**src/rtl/sdcfg_pkg.sv**
```systemverilog
package sdcfg_pkg;

    // ------------------------------------------------------------
    // Register map
    // ------------------------------------------------------------
    localparam logic [7:0]  OFS_STATUS  = 8'h00;
    localparam logic [7:0]  OFS_DCMD    = 8'h08;
    localparam logic [7:0]  OFS_CFG     = 8'h0C;
    localparam logic [31:0] CFG_RESET   = 32'h0001_0020;
    localparam logic [31:0] RD_ZERO     = 32'h0000_0000;

    // ------------------------------------------------------------
    // Controller states
    // ------------------------------------------------------------
    localparam logic [1:0] ST_CONFIG  = 2'h0;
    localparam logic [1:0] ST_READY   = 2'h1;
    localparam logic [1:0] ST_PAUSED  = 2'h2;
    localparam logic [1:0] ST_LOWPWR  = 2'h3;

    // ------------------------------------------------------------
    // Direct command codes
    // ------------------------------------------------------------
    localparam logic [2:0] CMD_PREALL  = 3'h0;
    localparam logic [2:0] CMD_REFRESH = 3'h1;
    localparam logic [2:0] CMD_MODE    = 3'h2;
    localparam logic [2:0] CMD_NOP     = 3'h3;
    localparam logic [2:0] CMD_DPD     = 3'h4;

    // ------------------------------------------------------------
    // Decode constants
    // ------------------------------------------------------------
    localparam logic [4:0] ROW_BASE    = 5'h0B;
    localparam logic [3:0] COL_BASE    = 4'h8;
    localparam logic [3:0] AP_LOW      = 4'h8;
    localparam logic [3:0] AP_HIGH     = 4'hA;
    localparam logic [4:0] BURST_ONE   = 5'h01;
    localparam int         PREALL_BIT  = 10;
    localparam int         NUM_CHIPS   = 4;
    localparam logic [6:0] DLY_ZERO    = 7'h00;
    localparam logic [6:0] DLY_ONE     = 7'h01;

    typedef enum logic [1:0] {
        SDC_S_READY = 2'b01,
        SDC_S_DELAY = 2'b10
    } sdcfg_state_t;

    typedef struct packed {
        logic       auto_self_refresh_entry;
        logic [6:0] forced_precharge_timeout;
        logic       forced_precharge_on;
        logic [1:0] active_chips;
        logic [2:0] qos_sel;
        logic [2:0] burst_code;
        logic       stop_clk;
        logic       auto_pd;
        logic [5:0] pd_period;
        logic       auto_precharge_position;
        logic [2:0] row_code;
        logic [2:0] col_code;
    } sdcfg_cfg_t;

    typedef struct packed {
        logic [8:0]  rsvd_hi;
        logic        cmd_ext;
        logic [1:0]  chip;
        logic [1:0]  cmd_lo;
        logic [1:0]  bank;
        logic [1:0]  rsvd_lo;
        logic [13:0] mode_address_field;
    } sdcfg_dcmd_t;

    typedef struct packed {
        logic [3:0]  cs_n;
        logic        ras_n;
        logic        cas_n;
        logic        we_n;
        logic [1:0]  ba;
        logic [13:0] addr;
    } sdcfg_mem_t;

    localparam sdcfg_mem_t MEM_IDLE = '{cs_n: 4'hF, ras_n: 1'b1, cas_n: 1'b1, we_n: 1'b1,
                                        ba: 2'h0, addr: 14'h0000};

endpackage

```
**src/rtl/sdcfg_top.sv**
```systemverilog
`timescale 1ns/100ps
module sdcfg_top
(
    // Clock and reset
    input  wire logic                  mclk_i,
    input  wire logic                  reset_i,
    input  wire logic                  ce_i,
    // Register port
    input  wire logic [7:0]            addr_i,
    input  wire logic [31:0]           wdata_i,
    input  wire logic                  wr_i,
    input  wire logic                  rd_i,
    output logic [31:0]                rdata_o,
    // Controller side
    input  wire logic [1:0]            ctrl_state_i,
    input  wire logic [1:0]            chips_i,
    input  wire logic                  access_i,
    input  wire logic                  fifo_empty_i,
    input  wire logic [6:0]            tmrd_i,
    input  wire logic [4:0]            trfc_i,
    input  wire logic [2:0]            trp_i,
    input  wire logic [7:0]            arid_i,
    // Memory side
    output sdcfg_pkg::sdcfg_mem_t      mem_o,
    output logic                       cke_o,
    output logic                       mem_clk_en_o,
    // Configuration outputs
    output logic [3:0]                 qos_o,
    output logic [4:0]                 burst_len_o,
    output logic [4:0]                 row_bits_o,
    output logic [3:0]                 col_bits_o,
    output logic [3:0]                 ap_line_o,
    output logic [1:0]                 refresh_chips_o,
    output logic                       self_refresh_req_o,
    output logic                       force_precharge_o,
    output logic                       cmd_busy_o
);

    // ------------------------------------------------------------
    // Register access decode
    // ------------------------------------------------------------
    sdcfg_pkg::sdcfg_cfg_t   cfg_r;
    sdcfg_pkg::sdcfg_dcmd_t  pend_r;
    sdcfg_pkg::sdcfg_dcmd_t  wcmd;
    sdcfg_pkg::sdcfg_mem_t   mem_r;
    sdcfg_pkg::sdcfg_mem_t   mem_nxt;
    sdcfg_pkg::sdcfg_state_t state_r;
    logic                    pend_vld_r;
    logic [6:0]              cnt_r;
    logic [6:0]              load_nxt;
    logic [2:0]              pend_code;
    logic                    wr_ok;
    logic                    dcmd_take;
    logic                    issue;
    logic [3:0]              cs_dec;
    logic                    dpd_r;
    logic                    pd_r;
    logic [5:0]              pd_cnt_r;
    logic [6:0]              idle_cnt_r;
    logic                    fp_r;
    logic                    clk_en_r;
    logic [3:0]              qos_r;
    logic [7:0]              arid_sh;
    logic [31:0]             rdata_r;

    assign wr_ok     = (ctrl_state_i == sdcfg_pkg::ST_CONFIG) ||
                       (ctrl_state_i == sdcfg_pkg::ST_LOWPWR);
    assign wcmd      = sdcfg_pkg::sdcfg_dcmd_t'(wdata_i);
    // A write arriving while a command still waits is dropped; no stall is possible on this port
    assign dcmd_take = ce_i && wr_i && (addr_i == sdcfg_pkg::OFS_DCMD) && wr_ok && !pend_vld_r;
    assign pend_code = {pend_r.cmd_ext, pend_r.cmd_lo};
    assign issue     = ce_i && pend_vld_r && (state_r == sdcfg_pkg::SDC_S_READY);

    // ------------------------------------------------------------
    // Configuration register
    // ------------------------------------------------------------
    always_ff @(posedge mclk_i)
    begin
        if (reset_i)
            cfg_r <= sdcfg_pkg::sdcfg_cfg_t'(sdcfg_pkg::CFG_RESET);
        else if (ce_i && wr_i && (addr_i == sdcfg_pkg::OFS_CFG) && wr_ok)
            cfg_r <= sdcfg_pkg::sdcfg_cfg_t'(wdata_i);
    end

    // ------------------------------------------------------------
    // Read data, one cycle after the strobe
    // ------------------------------------------------------------
    always_ff @(posedge mclk_i)
    begin
        if (reset_i)
            rdata_r <= sdcfg_pkg::RD_ZERO;
        else if (ce_i)
        begin
            rdata_r <= sdcfg_pkg::RD_ZERO;
            if (rd_i && addr_i == sdcfg_pkg::OFS_CFG && wr_ok)
                rdata_r <= 32'(cfg_r);
            else if (rd_i && addr_i == sdcfg_pkg::OFS_STATUS)
                rdata_r <= {27'h0000000, chips_i, pend_vld_r, ctrl_state_i};
        end
    end
    assign rdata_o = rdata_r;

    // ------------------------------------------------------------
    // Pending direct command
    // ------------------------------------------------------------
    always_ff @(posedge mclk_i)
    begin
        if (reset_i)
        begin
            pend_vld_r <= 1'b0;
            pend_r     <= '0;
        end
        else if (dcmd_take)
        begin
            pend_vld_r <= 1'b1;
            pend_r     <= wcmd;
        end
        else if (issue)
            pend_vld_r <= 1'b0;
    end
    assign cmd_busy_o = pend_vld_r;

    // ------------------------------------------------------------
    // Command spacing
    // ------------------------------------------------------------
    always_comb
    begin
        case (pend_code)
            sdcfg_pkg::CMD_PREALL:  load_nxt = 7'(trp_i);
            sdcfg_pkg::CMD_REFRESH: load_nxt = 7'(trfc_i);
            sdcfg_pkg::CMD_MODE:    load_nxt = tmrd_i;
            default:                load_nxt = sdcfg_pkg::DLY_ONE;
        endcase
        // Counter holds cycles still to wait after the issue cycle
        if (load_nxt != sdcfg_pkg::DLY_ZERO)
            load_nxt = load_nxt - sdcfg_pkg::DLY_ONE;
    end

    always_ff @(posedge mclk_i)
    begin
        if (reset_i)
        begin
            state_r <= sdcfg_pkg::SDC_S_READY;
            cnt_r   <= sdcfg_pkg::DLY_ZERO;
        end
        else if (ce_i)
        begin
            case (state_r)
                sdcfg_pkg::SDC_S_READY:
                begin
                    if (issue && load_nxt != sdcfg_pkg::DLY_ZERO)
                    begin
                        state_r <= sdcfg_pkg::SDC_S_DELAY;
                        cnt_r   <= load_nxt;
                    end
                end
                sdcfg_pkg::SDC_S_DELAY:
                begin
                    cnt_r <= cnt_r - sdcfg_pkg::DLY_ONE;
                    if (cnt_r == sdcfg_pkg::DLY_ONE)
                        state_r <= sdcfg_pkg::SDC_S_READY;
                end
                default:
                begin
                    state_r <= sdcfg_pkg::SDC_S_READY;
                    cnt_r   <= sdcfg_pkg::DLY_ZERO;
                end
            endcase
        end
    end

    // ------------------------------------------------------------
    // Memory command pins
    // ------------------------------------------------------------
    genvar gi;
    generate
        for (gi = 0; gi < sdcfg_pkg::NUM_CHIPS; gi++)
        begin : g_cs
            assign cs_dec[gi] = (pend_r.chip != 2'(gi));
        end
    endgenerate

    always_comb
    begin
        mem_nxt      = sdcfg_pkg::MEM_IDLE;
        mem_nxt.cs_n = cs_dec;
        case (pend_code)
            sdcfg_pkg::CMD_PREALL:
            begin
                mem_nxt.ras_n = 1'b0;
                mem_nxt.we_n  = 1'b0;
                mem_nxt.addr[sdcfg_pkg::PREALL_BIT] = 1'b1;
            end
            sdcfg_pkg::CMD_REFRESH:
            begin
                mem_nxt.ras_n = 1'b0;
                mem_nxt.cas_n = 1'b0;
            end
            sdcfg_pkg::CMD_MODE:
            begin
                mem_nxt.ras_n = 1'b0;
                mem_nxt.cas_n = 1'b0;
                mem_nxt.we_n  = 1'b0;
                mem_nxt.ba    = pend_r.bank;
                mem_nxt.addr  = pend_r.mode_address_field;
            end
            sdcfg_pkg::CMD_DPD:
                mem_nxt.we_n  = 1'b0;
            default:
                mem_nxt.cs_n  = cs_dec;
        endcase
    end

    always_ff @(posedge mclk_i)
    begin
        if (reset_i)
            mem_r <= sdcfg_pkg::MEM_IDLE;
        else if (ce_i)
            mem_r <= issue ? mem_nxt : sdcfg_pkg::MEM_IDLE;
    end
    assign mem_o = mem_r;

    // ------------------------------------------------------------
    // Clock enable, deep and automatic power-down
    // ------------------------------------------------------------
    always_ff @(posedge mclk_i)
    begin
        if (reset_i)
            dpd_r <= 1'b0;
        else if (issue)
            dpd_r <= (pend_code == sdcfg_pkg::CMD_DPD);
    end

    always_ff @(posedge mclk_i)
    begin
        if (reset_i)
        begin
            pd_cnt_r <= 6'h00;
            pd_r     <= 1'b0;
        end
        else if (ce_i)
        begin
            // A waiting direct command wakes the memory so it can be issued
            if (!cfg_r.auto_pd || !fifo_empty_i || pend_vld_r)
            begin
                pd_cnt_r <= 6'h00;
                pd_r     <= 1'b0;
            end
            else if (pd_cnt_r == cfg_r.pd_period)
                pd_r     <= 1'b1;
            else
                pd_cnt_r <= pd_cnt_r + 6'h01;
        end
    end
    assign cke_o = !dpd_r && !pd_r;

    always_ff @(posedge mclk_i)
    begin
        if (reset_i)
            clk_en_r <= 1'b1;
        else if (ce_i)
            clk_en_r <= !(cfg_r.stop_clk && !access_i && !pend_vld_r);
    end
    assign mem_clk_en_o = clk_en_r;

    // ------------------------------------------------------------
    // Forced precharge timeout
    // ------------------------------------------------------------
    always_ff @(posedge mclk_i)
    begin
        if (reset_i)
        begin
            idle_cnt_r <= 7'h00;
            fp_r       <= 1'b0;
        end
        else if (ce_i)
        begin
            fp_r <= 1'b0;
            if (!cfg_r.forced_precharge_on || access_i)
                idle_cnt_r <= 7'h00;
            else if (idle_cnt_r == cfg_r.forced_precharge_timeout)
            begin
                fp_r       <= 1'b1;
                idle_cnt_r <= 7'h00;
            end
            else
                idle_cnt_r <= idle_cnt_r + 7'h01;
        end
    end
    assign force_precharge_o = fp_r;

    // ------------------------------------------------------------
    // Field decodes for the data path
    // ------------------------------------------------------------
    assign arid_sh = arid_i >> cfg_r.qos_sel;

    always_ff @(posedge mclk_i)
    begin
        if (reset_i)
            qos_r <= 4'h0;
        else if (ce_i)
            qos_r <= arid_sh[3:0];
    end
    assign qos_o = qos_r;

    assign burst_len_o        = sdcfg_pkg::BURST_ONE << cfg_r.burst_code;
    assign row_bits_o         = sdcfg_pkg::ROW_BASE + 5'(cfg_r.row_code);
    assign col_bits_o         = sdcfg_pkg::COL_BASE + 4'(cfg_r.col_code);
    assign ap_line_o          = cfg_r.auto_precharge_position ? sdcfg_pkg::AP_LOW
                                                              : sdcfg_pkg::AP_HIGH;
    // Clamped rather than rejected so a wrong count never targets an absent chip
    assign refresh_chips_o    = (cfg_r.active_chips > chips_i) ? chips_i : cfg_r.active_chips;
    assign self_refresh_req_o = cfg_r.auto_self_refresh_entry;

    // ------------------------------------------------------------
    // Checks
    // ------------------------------------------------------------
    AST_DCMD_GATED: assert property (@(posedge mclk_i) disable iff (reset_i)
        (ce_i && wr_i && addr_i == sdcfg_pkg::OFS_DCMD && !wr_ok && !pend_vld_r) |=> !pend_vld_r)
        else $error("direct command taken outside config or low power");

    AST_CFG_HOLD: assert property (@(posedge mclk_i) disable iff (reset_i)
        (wr_i && addr_i == sdcfg_pkg::OFS_CFG && !wr_ok) |=> $stable(cfg_r))
        else $error("configuration changed by a refused write");

    AST_CFG_RESET: assert property (@(posedge mclk_i) disable iff (reset_i)
        $fell(reset_i) |-> (32'(cfg_r) == sdcfg_pkg::CFG_RESET))
        else $error("configuration reset value wrong");

    AST_MODE_PINS: assert property (@(posedge mclk_i) disable iff (reset_i)
        (issue && pend_code == sdcfg_pkg::CMD_MODE) |=>
        (mem_o.ba == $past(pend_r.bank) && mem_o.addr == $past(pend_r.mode_address_field)
         && !mem_o.ras_n && !mem_o.cas_n && !mem_o.we_n))
        else $error("mode access pins wrong");

    AST_CHIP_SEL: assert property (@(posedge mclk_i) disable iff (reset_i)
        issue |=> (!mem_o.cs_n[$past(pend_r.chip)] && $countones(mem_o.cs_n) == 3))
        else $error("wrong chip selected");

    AST_SPACING: assert property (@(posedge mclk_i) disable iff (reset_i)
        (issue && pend_code == sdcfg_pkg::CMD_MODE && tmrd_i >= 7'h03) |=> !issue [*2])
        else $error("command issued before its delay");

    AST_CKE_DROP: assert property (@(posedge mclk_i) disable iff (reset_i)
        $fell(cke_o) |-> (dpd_r || (cfg_r.auto_pd && $past(pd_cnt_r) == cfg_r.pd_period)))
        else $error("clock enable dropped without cause");

    AST_FORCE_PRE: assert property (@(posedge mclk_i) disable iff (reset_i)
        force_precharge_o |-> ($past(cfg_r.forced_precharge_on) && !$past(access_i)
        && $past(idle_cnt_r) == $past(cfg_r.forced_precharge_timeout)))
        else $error("forced precharge without timeout");

    AST_CLK_STOP: assert property (@(posedge mclk_i) disable iff (reset_i)
        (ce_i && cfg_r.stop_clk && !access_i && !pend_vld_r) |=> !mem_clk_en_o)
        else $error("memory clock not stopped while idle");

endmodule

```
**config.mk**
```make
export PLATFORM = sky130hd
export DESIGN_NAME = sdcfg_top
export DESIGN_NICKNAME = d
export VERILOG_FILES = /design/src/rtl/sdcfg_pkg.sv /design/src/rtl/sdcfg_top.sv
export SDC_FILE = /design/constraint.sdc
export NUM_CORES = 1
export LEC_CHECK = 0
export BUFFER_PORTS_ARGS = -buffer_cell sky130_fd_sc_hd__buf_2
export CAP_MARGIN = 20
export CORE_ASPECT_RATIO = 0.5
export CORE_MARGIN = 2
export CORE_UTILIZATION = 48
export DETAILED_ROUTE_END_ITERATION = 6
export PLACE_DENSITY = 0.87
export SYNTH_ARGS = -nofsm -noshare
export SYNTH_HDL_FRONTEND = slang
export SYNTH_SLANG_ARGS = --single-unit
```
**constraint.sdc**
```tcl
create_clock -name mclk_i -period 3.1 [get_ports mclk_i]
set_input_delay 0.155 -clock mclk_i [delete_from_list [all_inputs] [get_ports mclk_i]]
set_output_delay 0.155 -clock mclk_i [all_outputs]
set_load 0.02 [all_outputs]
```
======== Word level (Yosys, flattened, before mapping) ========
Index checks and enable logic that the tools add are counted.
operators by class
  eq/ne operators ......................... 17
  add/subtract/negate cells ............... 6
  shifts and indexed selects .............. 2
  mux-type cells .......................... 28
  $lt $le $gt $ge ......................... 1
  reductions and logical operators ........ 42
operator list
  cell                 number
  $mux 32              1
  $mux 7               4
  $mux 23              1
  $pmux 7 s3           1
  $eq 8x4->1 const B   2
  $logic_and 1x1->1    15
  $pmux 7 s2           1
  $reduce_bool 7->1    2
  $sub 7x1->7 const B  2
  $mux 6               2
  $mux 10              1
  $mux 5               2
  $mux 1               9
  $logic_not 1->1      8
  $logic_not 8->1      1
  $mux 2               4
  $ne 2x2->1 const B   4
  $shr 8x3->4          1
  $add 7x1->7 const B  1
  $eq 7x1->1 const B   1
  $eq 7x7->1           1
  $add 6x1->6 const B  1
  $eq 6x6->1           1
  $reduce_and 2->1     3
  19 further kinds     27
storage, ports and cells
  bits of input ports ..................... 74
  output and inout port bits .............. 84
  word-level logic and storage cells ...... 130
  bits in registers ....................... 139

======== Longest topological paths before layout ========
Gate-level depths: netlist (run 1).
  word-level depth ........................ 8
  mapped depth ............................ 14
  mapped depth without buffers ............ 12

======== Worst setup path before layout (run 1) ========
No wires, ideal clock.
  path type ............................... reg-to-reg
  start ................................... register pend_r, in the netlist pend_code[0]
  end ..................................... register cnt_r[5]
  required time ........................... 2.980 ns
  stages on the path, launching flop included .. 11
  slack ................................... 0.073 ns
  arrival ................................. 2.908 ns
  buffers on the path ..................... 2
  clock period less this slack ............ 3.027 ns
  setup time .............................. 0.120 ns
  cells stage by stage .................... dfxtp_1 buf_6 or3b_1 or2_0 a211o_1 nor4b_1 mux2_2 nor4_1 buf_4 a211oi_1 a211o_1
on the way
  longest elaborated chain between the ends .. 8
  elaborated cells on any way between the ends .. 13
  those cells by class .................... add/sub: 1; eq/ne: 3; mux: 4; reduce/logical: 5
RTL lines
  element                                           line                                RTL
  from (decl)                                       sdcfg_top.sv:43                     sdcfg_pkg::sdcfg_dcmd_t pend_r;
  from (signal assigned)                            sdcfg_top.sv:116                    pend_r <= wcmd;
  $eq 3x2->1, or another cell as far along          sdcfg_top.sv:128                    case (pend_code)
  $pmux 7 s3 *                                      sdcfg_top.sv:128
  $sub 7x1->7 or $reduce_bool 7->1 (tied branches)  sdcfg_top.sv:136, sdcfg_top.sv:135
  $mux 7 *                                          sdcfg_top.sv:135                    if (load_nxt != sdcfg_pkg::DLY_ZERO)
  $reduce_bool 7->1                                 sdcfg_top.sv:151                    if (issue && load_nxt != sdcfg_pkg::DLY_ZERO)
  $logic_and 1x1->1                                 sdcfg_top.sv:151
  $ne 2x1->1 (no source line)                       -
  $reduce_and 2->1 (no source line)                 -
  to (signal assigned)                              sdcfg_top.sv:154                    cnt_r <= load_nxt;
  to (signal assigned)                              sdcfg_top.sv:159                    cnt_r <= cnt_r - sdcfg_pkg::DLY_ONE;
  to (signal assigned)                              sdcfg_top.sv:166                    cnt_r <= sdcfg_pkg::DLY_ZERO;
  to (decl)                                         sdcfg_top.sv:49                     logic [6:0] cnt_r;
Mark *: on every way between the ends. The rest lies on a longest branch, timed or not. The select of a mux whose other input is x is not followed.
A chain may end at the register's enable or synchronous reset.

======== Final worst setup path (run 1) ========
  start ................................... register pend_r, in the netlist pend_code[0]
  end ..................................... register cnt_r[2]
The elaborated chain is that of the path after synthesis.

==> results.yml, run 1 <==
synthesis:
  synthTopCellsByCount: "nand2_1 (161), dfxtp_1 (139), a21oi_1 (100)"
  synth_cells: 784
  synth-edff-count: 0
  synth-seq-cells: 139
  synth-xor-area-share_pct: 4.46
  synthArstFlopShare_pct: 0
  yosysTopAreaCellShare_pct: 44.3
  syn_area_per_cell_um2: 8.01
  synthTopCellsByArea: "dfxtp_1 (44%), nand2_1 (9.6%), a21oi_1 (8.0%)"
  ys_types: 59
  synth_area_leader_cell: "dfxtp_1"
  ys_seq_area_share_pct: 44.3
  yosys.area_share.simple_pct: 23.4
  yosys_warnings: 0
  yosys.cell_count.top_type: "nand2_1"
  synth_mux_area_share_pct: 3.01
  synth_fa_ha_area_share_pct: 2.39
  synth_top_family_by_area: "simple AND/OR/NAND/NOR gates"
  synth_area_um2: 6280
  synth_compound_area_share_pct: 16.9
  synth_ff_type: "dfxtp_1"
worst_setup_path:
  r2r_cells: 9
  r2r_start: "pend_code[0]"
  rr_endpoint: "cnt_r[2]"
  cp.arrival_ns: 3.33
  crit_path_start: "pend_code[0]"
  critPathCaptureType: "flop"
  cp-start-kind: "flop"
  path_class: "flop to flop"
  worstSetupEndpoint: "cnt_r[2]"
  r2r_slack_ns: 0.08
  cp_max_fo: 12
  worstPathRequired_ns: 3.41
drt:
  vias: 6193
  drc_errors: 0
  wire_per_inst_um: 16.1
  dr.pass1.iters: 5
  drtIter0Drc: 571
  drt-total-wl_um: 17900
  final_antenna_net_count: 0
  via_per_inst: 5.55
sta:
  fin_hold_ws_ns: 0.0111
  slew_headroom_pct: 41.1
  drv_slew: 0
  layout_setup_ws_ns: 0.0779
  fmax_mhz: 331
  finalSetupViolations: 0
  period_share_pct: 97.5
  final-hold-violation-count: 0
  skew_ns: 0.0174
  tightest_slew_ns: 0.882
  period_needed_ns: 3.02
grt:
  grt_pass1_wl_um: 28500
  grt-ovfl-total: 0
  grt_pass1_vias: 5740
  grt_util_met1_pct: 32.4
  grt_max_degree: 86
  gr-max-usage-layer: "met2"
  antenna_found_initial: 0
  grt_use_met2_pct: 42.1
  gr-usage-all-layers_pct: 24.9
  use_met3_pct: 4.20
power:
  combPwrFrac_pct: 6.0
  pwr_density_cell_nw_per_um2: 510
  p_int_mw: 2.98
  vdd.ir_drop.worst_uv: 491
  clkPwrFrac_pct: 49.6
  p_switching_mw: 1.08
  p_seq_share_pct: 44.4
  p_leak_nw: 3.19
  switching_share_pct: 26.5
worst_hold_path:
  hold_start: "wdata_i[17]"
  hold_class: "primary input to flop"
layout:
  antenna_cells: 0
  final_nets: 1018
  final_area_um2: 7960
  area_growth_pct: 26.8
  drive_gt1_share_pct: 23.0
placement:
  port_buffers: 153
  place_area_um2: 7090
  post-place-ws_ns: 0.0859
  hpwl_um: 12000
  place_congestion: 0.914
clock_network:
  clk_path_buf_depth: 2
  htree_levels: 4
  cts-root-buf: "clkbuf_16"
  numCtsBuffers: 17
  post-cts-setup-buffers: 0
  cts_tree: "built"
  clk_pin_slew_worst_paths_ns: 0.07
  clkLatencyLatePin_ns: 0.42
  clkSinkCount: 139
die:
  fp.dieW_um: 166
  start_util_pct: 49.3
  die-height_um: 84.9
  std_cell_rows: 29
  core_region_area_um2: 12700
  dieArea_um2: 14100
  io_pins: 158
status:
  status: "completed"
job:
  drv_cap: 0
[registers in the layout, summed over array words and instances, names as in the netlist, 3 cells and up]
signal,flops
rdata_o,32
cfg_r,31
mem_o,23
pend_r,18
cnt_r,7
idle_cnt_r,7
pd_cnt_r,6
qos_o,4
pend_code,3
[through the flow]
step,util (%),TNS (ns),cells,power (mW)
2_1_floorplan,-,0,786,1.97
3_3_place_gp,55.7,0,1058,2.05
3_5_place_dp,55.7,0,1058,2.05
4_1_cts,62.4,0,1115,4.07
5_1_grt,62.5,-0.00696,1115,4.17
6_report,62.5,0,1115,4.06
[placed cells by master, fill, tap and decap left out, types with 8 or more instances in the layout]
| cell | Yosys | final |
|---|---|---|
| a211oi_1 | 8 | 8 |
| a21oi_1 | 100 | 99 |
| a22oi_1 | 16 | 16 |
| buf_2 | 0 | 152 |
| buf_4 | 9 | 12 |
| clkbuf_16 | 0 | 17 |
| dfxtp_1 | 139 | 139 |
| dlygate4sd3_1 | 0 | 25 |
| ha_1 | 12 | 12 |
| inv_1 | 18 | 17 |
| mux2i_1 | 11 | 11 |
| nand2_1 | 161 | 161 |
| nand2b_1 | 10 | 10 |
| nand3_1 | 35 | 35 |
| nor2_1 | 65 | 65 |
| nor3_1 | 16 | 14 |
| o21ai_0 | 11 | 10 |
| xnor2_1 | 14 | 14 |
| xor2_1 | 18 | 18 |
[cell type report]
cell class / count / area (um^2)
Fill cell: 1060 / 4770
Multi-Input combinational cell: 567 / 3200
Sequential cell: 139 / 2780
Timing Repair Buffer: 189 / 1100
Clock buffer: 17 / 425
Tap cell: 170 / 213
Clock inverter: 15 / 171
Inverter: 18 / 67.6
[power by group through the flow]
stage	Clock, mW	Sequential, mW	Combinational (mW)
after floorplan	0	1.85	0.117
after global placement	0	1.84	0.210
after detailed placement	0	1.84	0.213
after CTS	2.03	1.80	0.239
after global routing	2.11	1.80	0.265
final	2.01	1.80	0.244
[cell families (layout without fill, tap and decap cells)]
logic type               after synthesis  in the layout
other                                  2              4
AO/OA/AOI/OAI                        173            173
AND/OR/NAND/NOR                      330            330
multiplexers                          16             16
buffers and inverters                 80            239
XOR/XNOR                              32             32
adder cells (fa/ha/maj)               12             12
flip-flops                           139            139
[layer usage]
metal / wire [um] / vias to the layer above
met5: 0 / -
met4: 345 / 0
met3: 1190 / 29
met2: 8440 / 249
met1: 7930 / 2938
li1: - / 2977
[how the worst min path moves through the flow]
stage	cells after the start	endpoint	slack, ns
floorplan	2	cfg_r[16]	0.28
global placement	3	cfg_r[14]	0.40
detailed placement	3	cfg_r[5]	0.40
CTS	3	pend_r[17]	0.001
global route	3	cfg_r[18]	0.01
finish	3	cfg_r[17]	0.01
[repair_timing]
item,4_1_cts,5_1_grt
setup endpoints to repair,0,8
hold endpoints to repair,33,0
resized for setup,0,6
hold buffers,25,0
[critical path, stage by stage (launching register included)]
cell	delay, ns
dfxtp_1	0.31
or3b_1	0.40
or2_0	0.22
a211o_1	0.35
or3_1	0.45
o31ai_2	0.28
nor4_1	0.09
buf_4	0.21
a21o_1	0.23
a221o_1	0.35
Note: power is estimated with default switching activity, not from simulation.
==> run 2: changes to the inputs <==
--- a/config.mk
+++ b/config.mk
@@ -5,11 +5,12 @@
 export SDC_FILE = /design/constraint.sdc
 export NUM_CORES = 1
 export LEC_CHECK = 0
-export BUFFER_PORTS_ARGS = -buffer_cell sky130_fd_sc_hd__buf_2
+export BUFFER_PORTS_ARGS = -buffer_cell sky130_fd_sc_hd__buf_4
 export CAP_MARGIN = 20
 export CORE_ASPECT_RATIO = 0.5
 export CORE_MARGIN = 2
 export CORE_UTILIZATION = 48
+export CTS_CLUSTER_SIZE = 24
 export DETAILED_ROUTE_END_ITERATION = 6
 export PLACE_DENSITY = 0.87
 export SYNTH_ARGS = -nofsm -noshare
==> results.yml, run 2 (same netlist as run 1, synthesis figures left out) <==
die:
  io_pins: 158
  fp.dieW_um: 166
  core_region_area_um2: 12700
  dieArea_um2: 14100
  start_util_pct: 49.3
  std_cell_rows: 29
  die-height_um: 84.9
layout:
  largest_reg_flops: 32
  area_growth_pct: 31.8
  final_common_cell: "buf_4"
  antenna_cells: 0
  fillCellCount: 1020
  drive_gt1_share_pct: 23.3
  final_cell_mix: "buf_4 (167), nand2_1 (161), dfxtp_1 (139), a21oi_1 (99), nor2_1 (65)"
  stdcell_count: 1111
  final_nets: 1014
grt:
  antenna_found_initial: 0
  gr-usage-all-layers_pct: 25.3
  grt_max_degree: 67
  grt-ovfl-total: 0
  grt_pass1_wl_um: 28800
  grt_pass1_vias: 5815
sta:
  fmax_mhz: 336
  final-hold-violation-count: 0
  tightest_slew_ns: 0.867
  slew_headroom_pct: 42.1
  skew_ns: 0.00851
  period_share_pct: 96.0
  drv_slew: 0
  fin_setup_tns_ns: 0
  grt_setup_unrepaired: "false"
  finalSetupViolations: 0
  layout_setup_ws_ns: 0.125
  period_needed_ns: 2.97
placement:
  port_buffers: 153
  post-place-ws_ns: 0.0704
  placed_cells: 1060
  hpwl_um: 12300
  place_congestion: 0.922
clock_network:
  cts-root-buf: "clkbuf_16"
  clk_path_buf_depth: 2
  cts_tree: "built"
  htree_levels: 4
  clk_pin_slew_worst_paths_ns: 0.06
  clkLatencyLatePin_ns: 0.41
  numCtsBuffers: 17
  clkSinkCount: 139
power:
  p_leak_nw: 3.26
  vdd.ir_drop.worst_uv: 373
  pwr_density_cell_nw_per_um2: 493
worst_hold_path:
  hold_class: "primary input to flop"
job:
  drv_cap: 0
worst_setup_path:
  worstPathCellList: "or3b_1, or2_0, a211o_1, or3_1, o31ai_2, nor4_1, buf_4, a21o_1, a221o_1"
  cpPeakStageDelay_ns: 0.42
  cp_slowest_cell: "or3b_1"
  cp.arrival_ns: 3.28
  worstPathRequired_ns: 3.40
  cp_max_fo: 12
  path_class: "flop to flop"
  critPathCaptureType: "flop"
  cp-start-kind: "flop"
drt:
  drtIter0Drc: 592
  via_per_inst: 5.54
  drt-total-wl_um: 18300
  wire_per_inst_um: 16.5
  vias: 6153
  final_antenna_net_count: 0
  dr.pass1.iters: 5
  drc_errors: 0
status:
  status: "completed"
==> run 2: changes by cell type in the layout (fill, tap and decap cells not counted), moves of 2 or more <==
| cell | delta |
|---|---|
| dlygate4sd3_1 | -7 |
| buf_4 | +155 |
| buf_2 | -152 |
| clkinv_2 | +2 |
| clkinv_8 | -3 |
==> run 2: area by class of cell <==
class / count / area (um^2) / share of cell area (%)
sequential: 139 / 2780 / 33.6
inverter: 18 / 67.6 / 0.816
clock buffer: 17 / 425 / 5.14
timing repair buffer: 185 / 1430 / 17.3
clock inverter: 15 / 160 / 1.93
tap: 170 / 213 / 2.57
multi-input combinational: 567 / 3200 / 38.6
==> run 2: repair_timing <==
action	in CTS	in global routing
hold buffers	18	0
buffers inserted	0	1
endpoints found under the setup margin	0	8
gates resized for setup	0	5
hold endpoints to repair	22	0
==> run 2: metrics by stage <==
| step | total power [mW] | hold WS [ns] | cell area (um^2) | utilization [%] |
|---|---|---|---|---|
| 2_1_floorplan | 1.97 | 0.279 | 6290 | - |
| 3_3_place_gp | 2.08 | 0.391 | 7490 | 58.8 |
| 3_5_place_dp | 2.09 | 0.391 | 7490 | 58.8 |
| 4_1_cts | 4.09 | 0.00113 | 8260 | 64.8 |
| 5_1_grt | 4.20 | 0.0117 | 8280 | 65.0 |
| 6_report | 4.08 | 0.0126 | 8280 | 65.0 |
==> run 2: path summary, 6_finish.rpt <==
| path | startpoint | end | slack [ns] | cells past startpoint |
|---|---|---|---|---|
| worst max-delay path | pend_code[0] | cnt_r[2] | 0.13 | 9 |
| worst max register to register | pend_code[0] | cnt_r[2] | 0.13 | 9 |
| worst min-delay path | wdata_i[6] | pend_r[6] | 0.01 | 3 |
| worst min register to register | pend_r[17] | pend_r[17] | 0.45 | 2 |
==> run 2: critical path: cells and delay by family (launching register included) <==
family,cells,cell delay [ns]
buffers and inverters,1,0.21
and+or+nand+nor,4,1.15
DFF,1,0.31
AOI/OAI and AO/OA,4,1.21
==> run 2: power by group <==
group | total [mW] | internal (mW) | switching (mW)
Sequential | 1.80 | 1.79 | 0.00624
Combinational | 0.271 | 0.126 | 0.144
Clock | 2.01 | 1.14 | 0.866
==> run 2: metal layers <==
| metal | vias up | GRT usage, % | share of wire [%] | wire length (um) |
|---|---|---|---|---|
| met5 | - | 0 | 0 | 0 |
| met4 | 0 | 11.1 | 2.8 | 511 |
| met3 | 47 | 5.18 | 6.6 | 1200 |
| met2 | 248 | 41.9 | 47 | 8560 |
| met1 | 2886 | 32.6 | 44 | 8010 |
| li1 | 2972 | - | - | - |
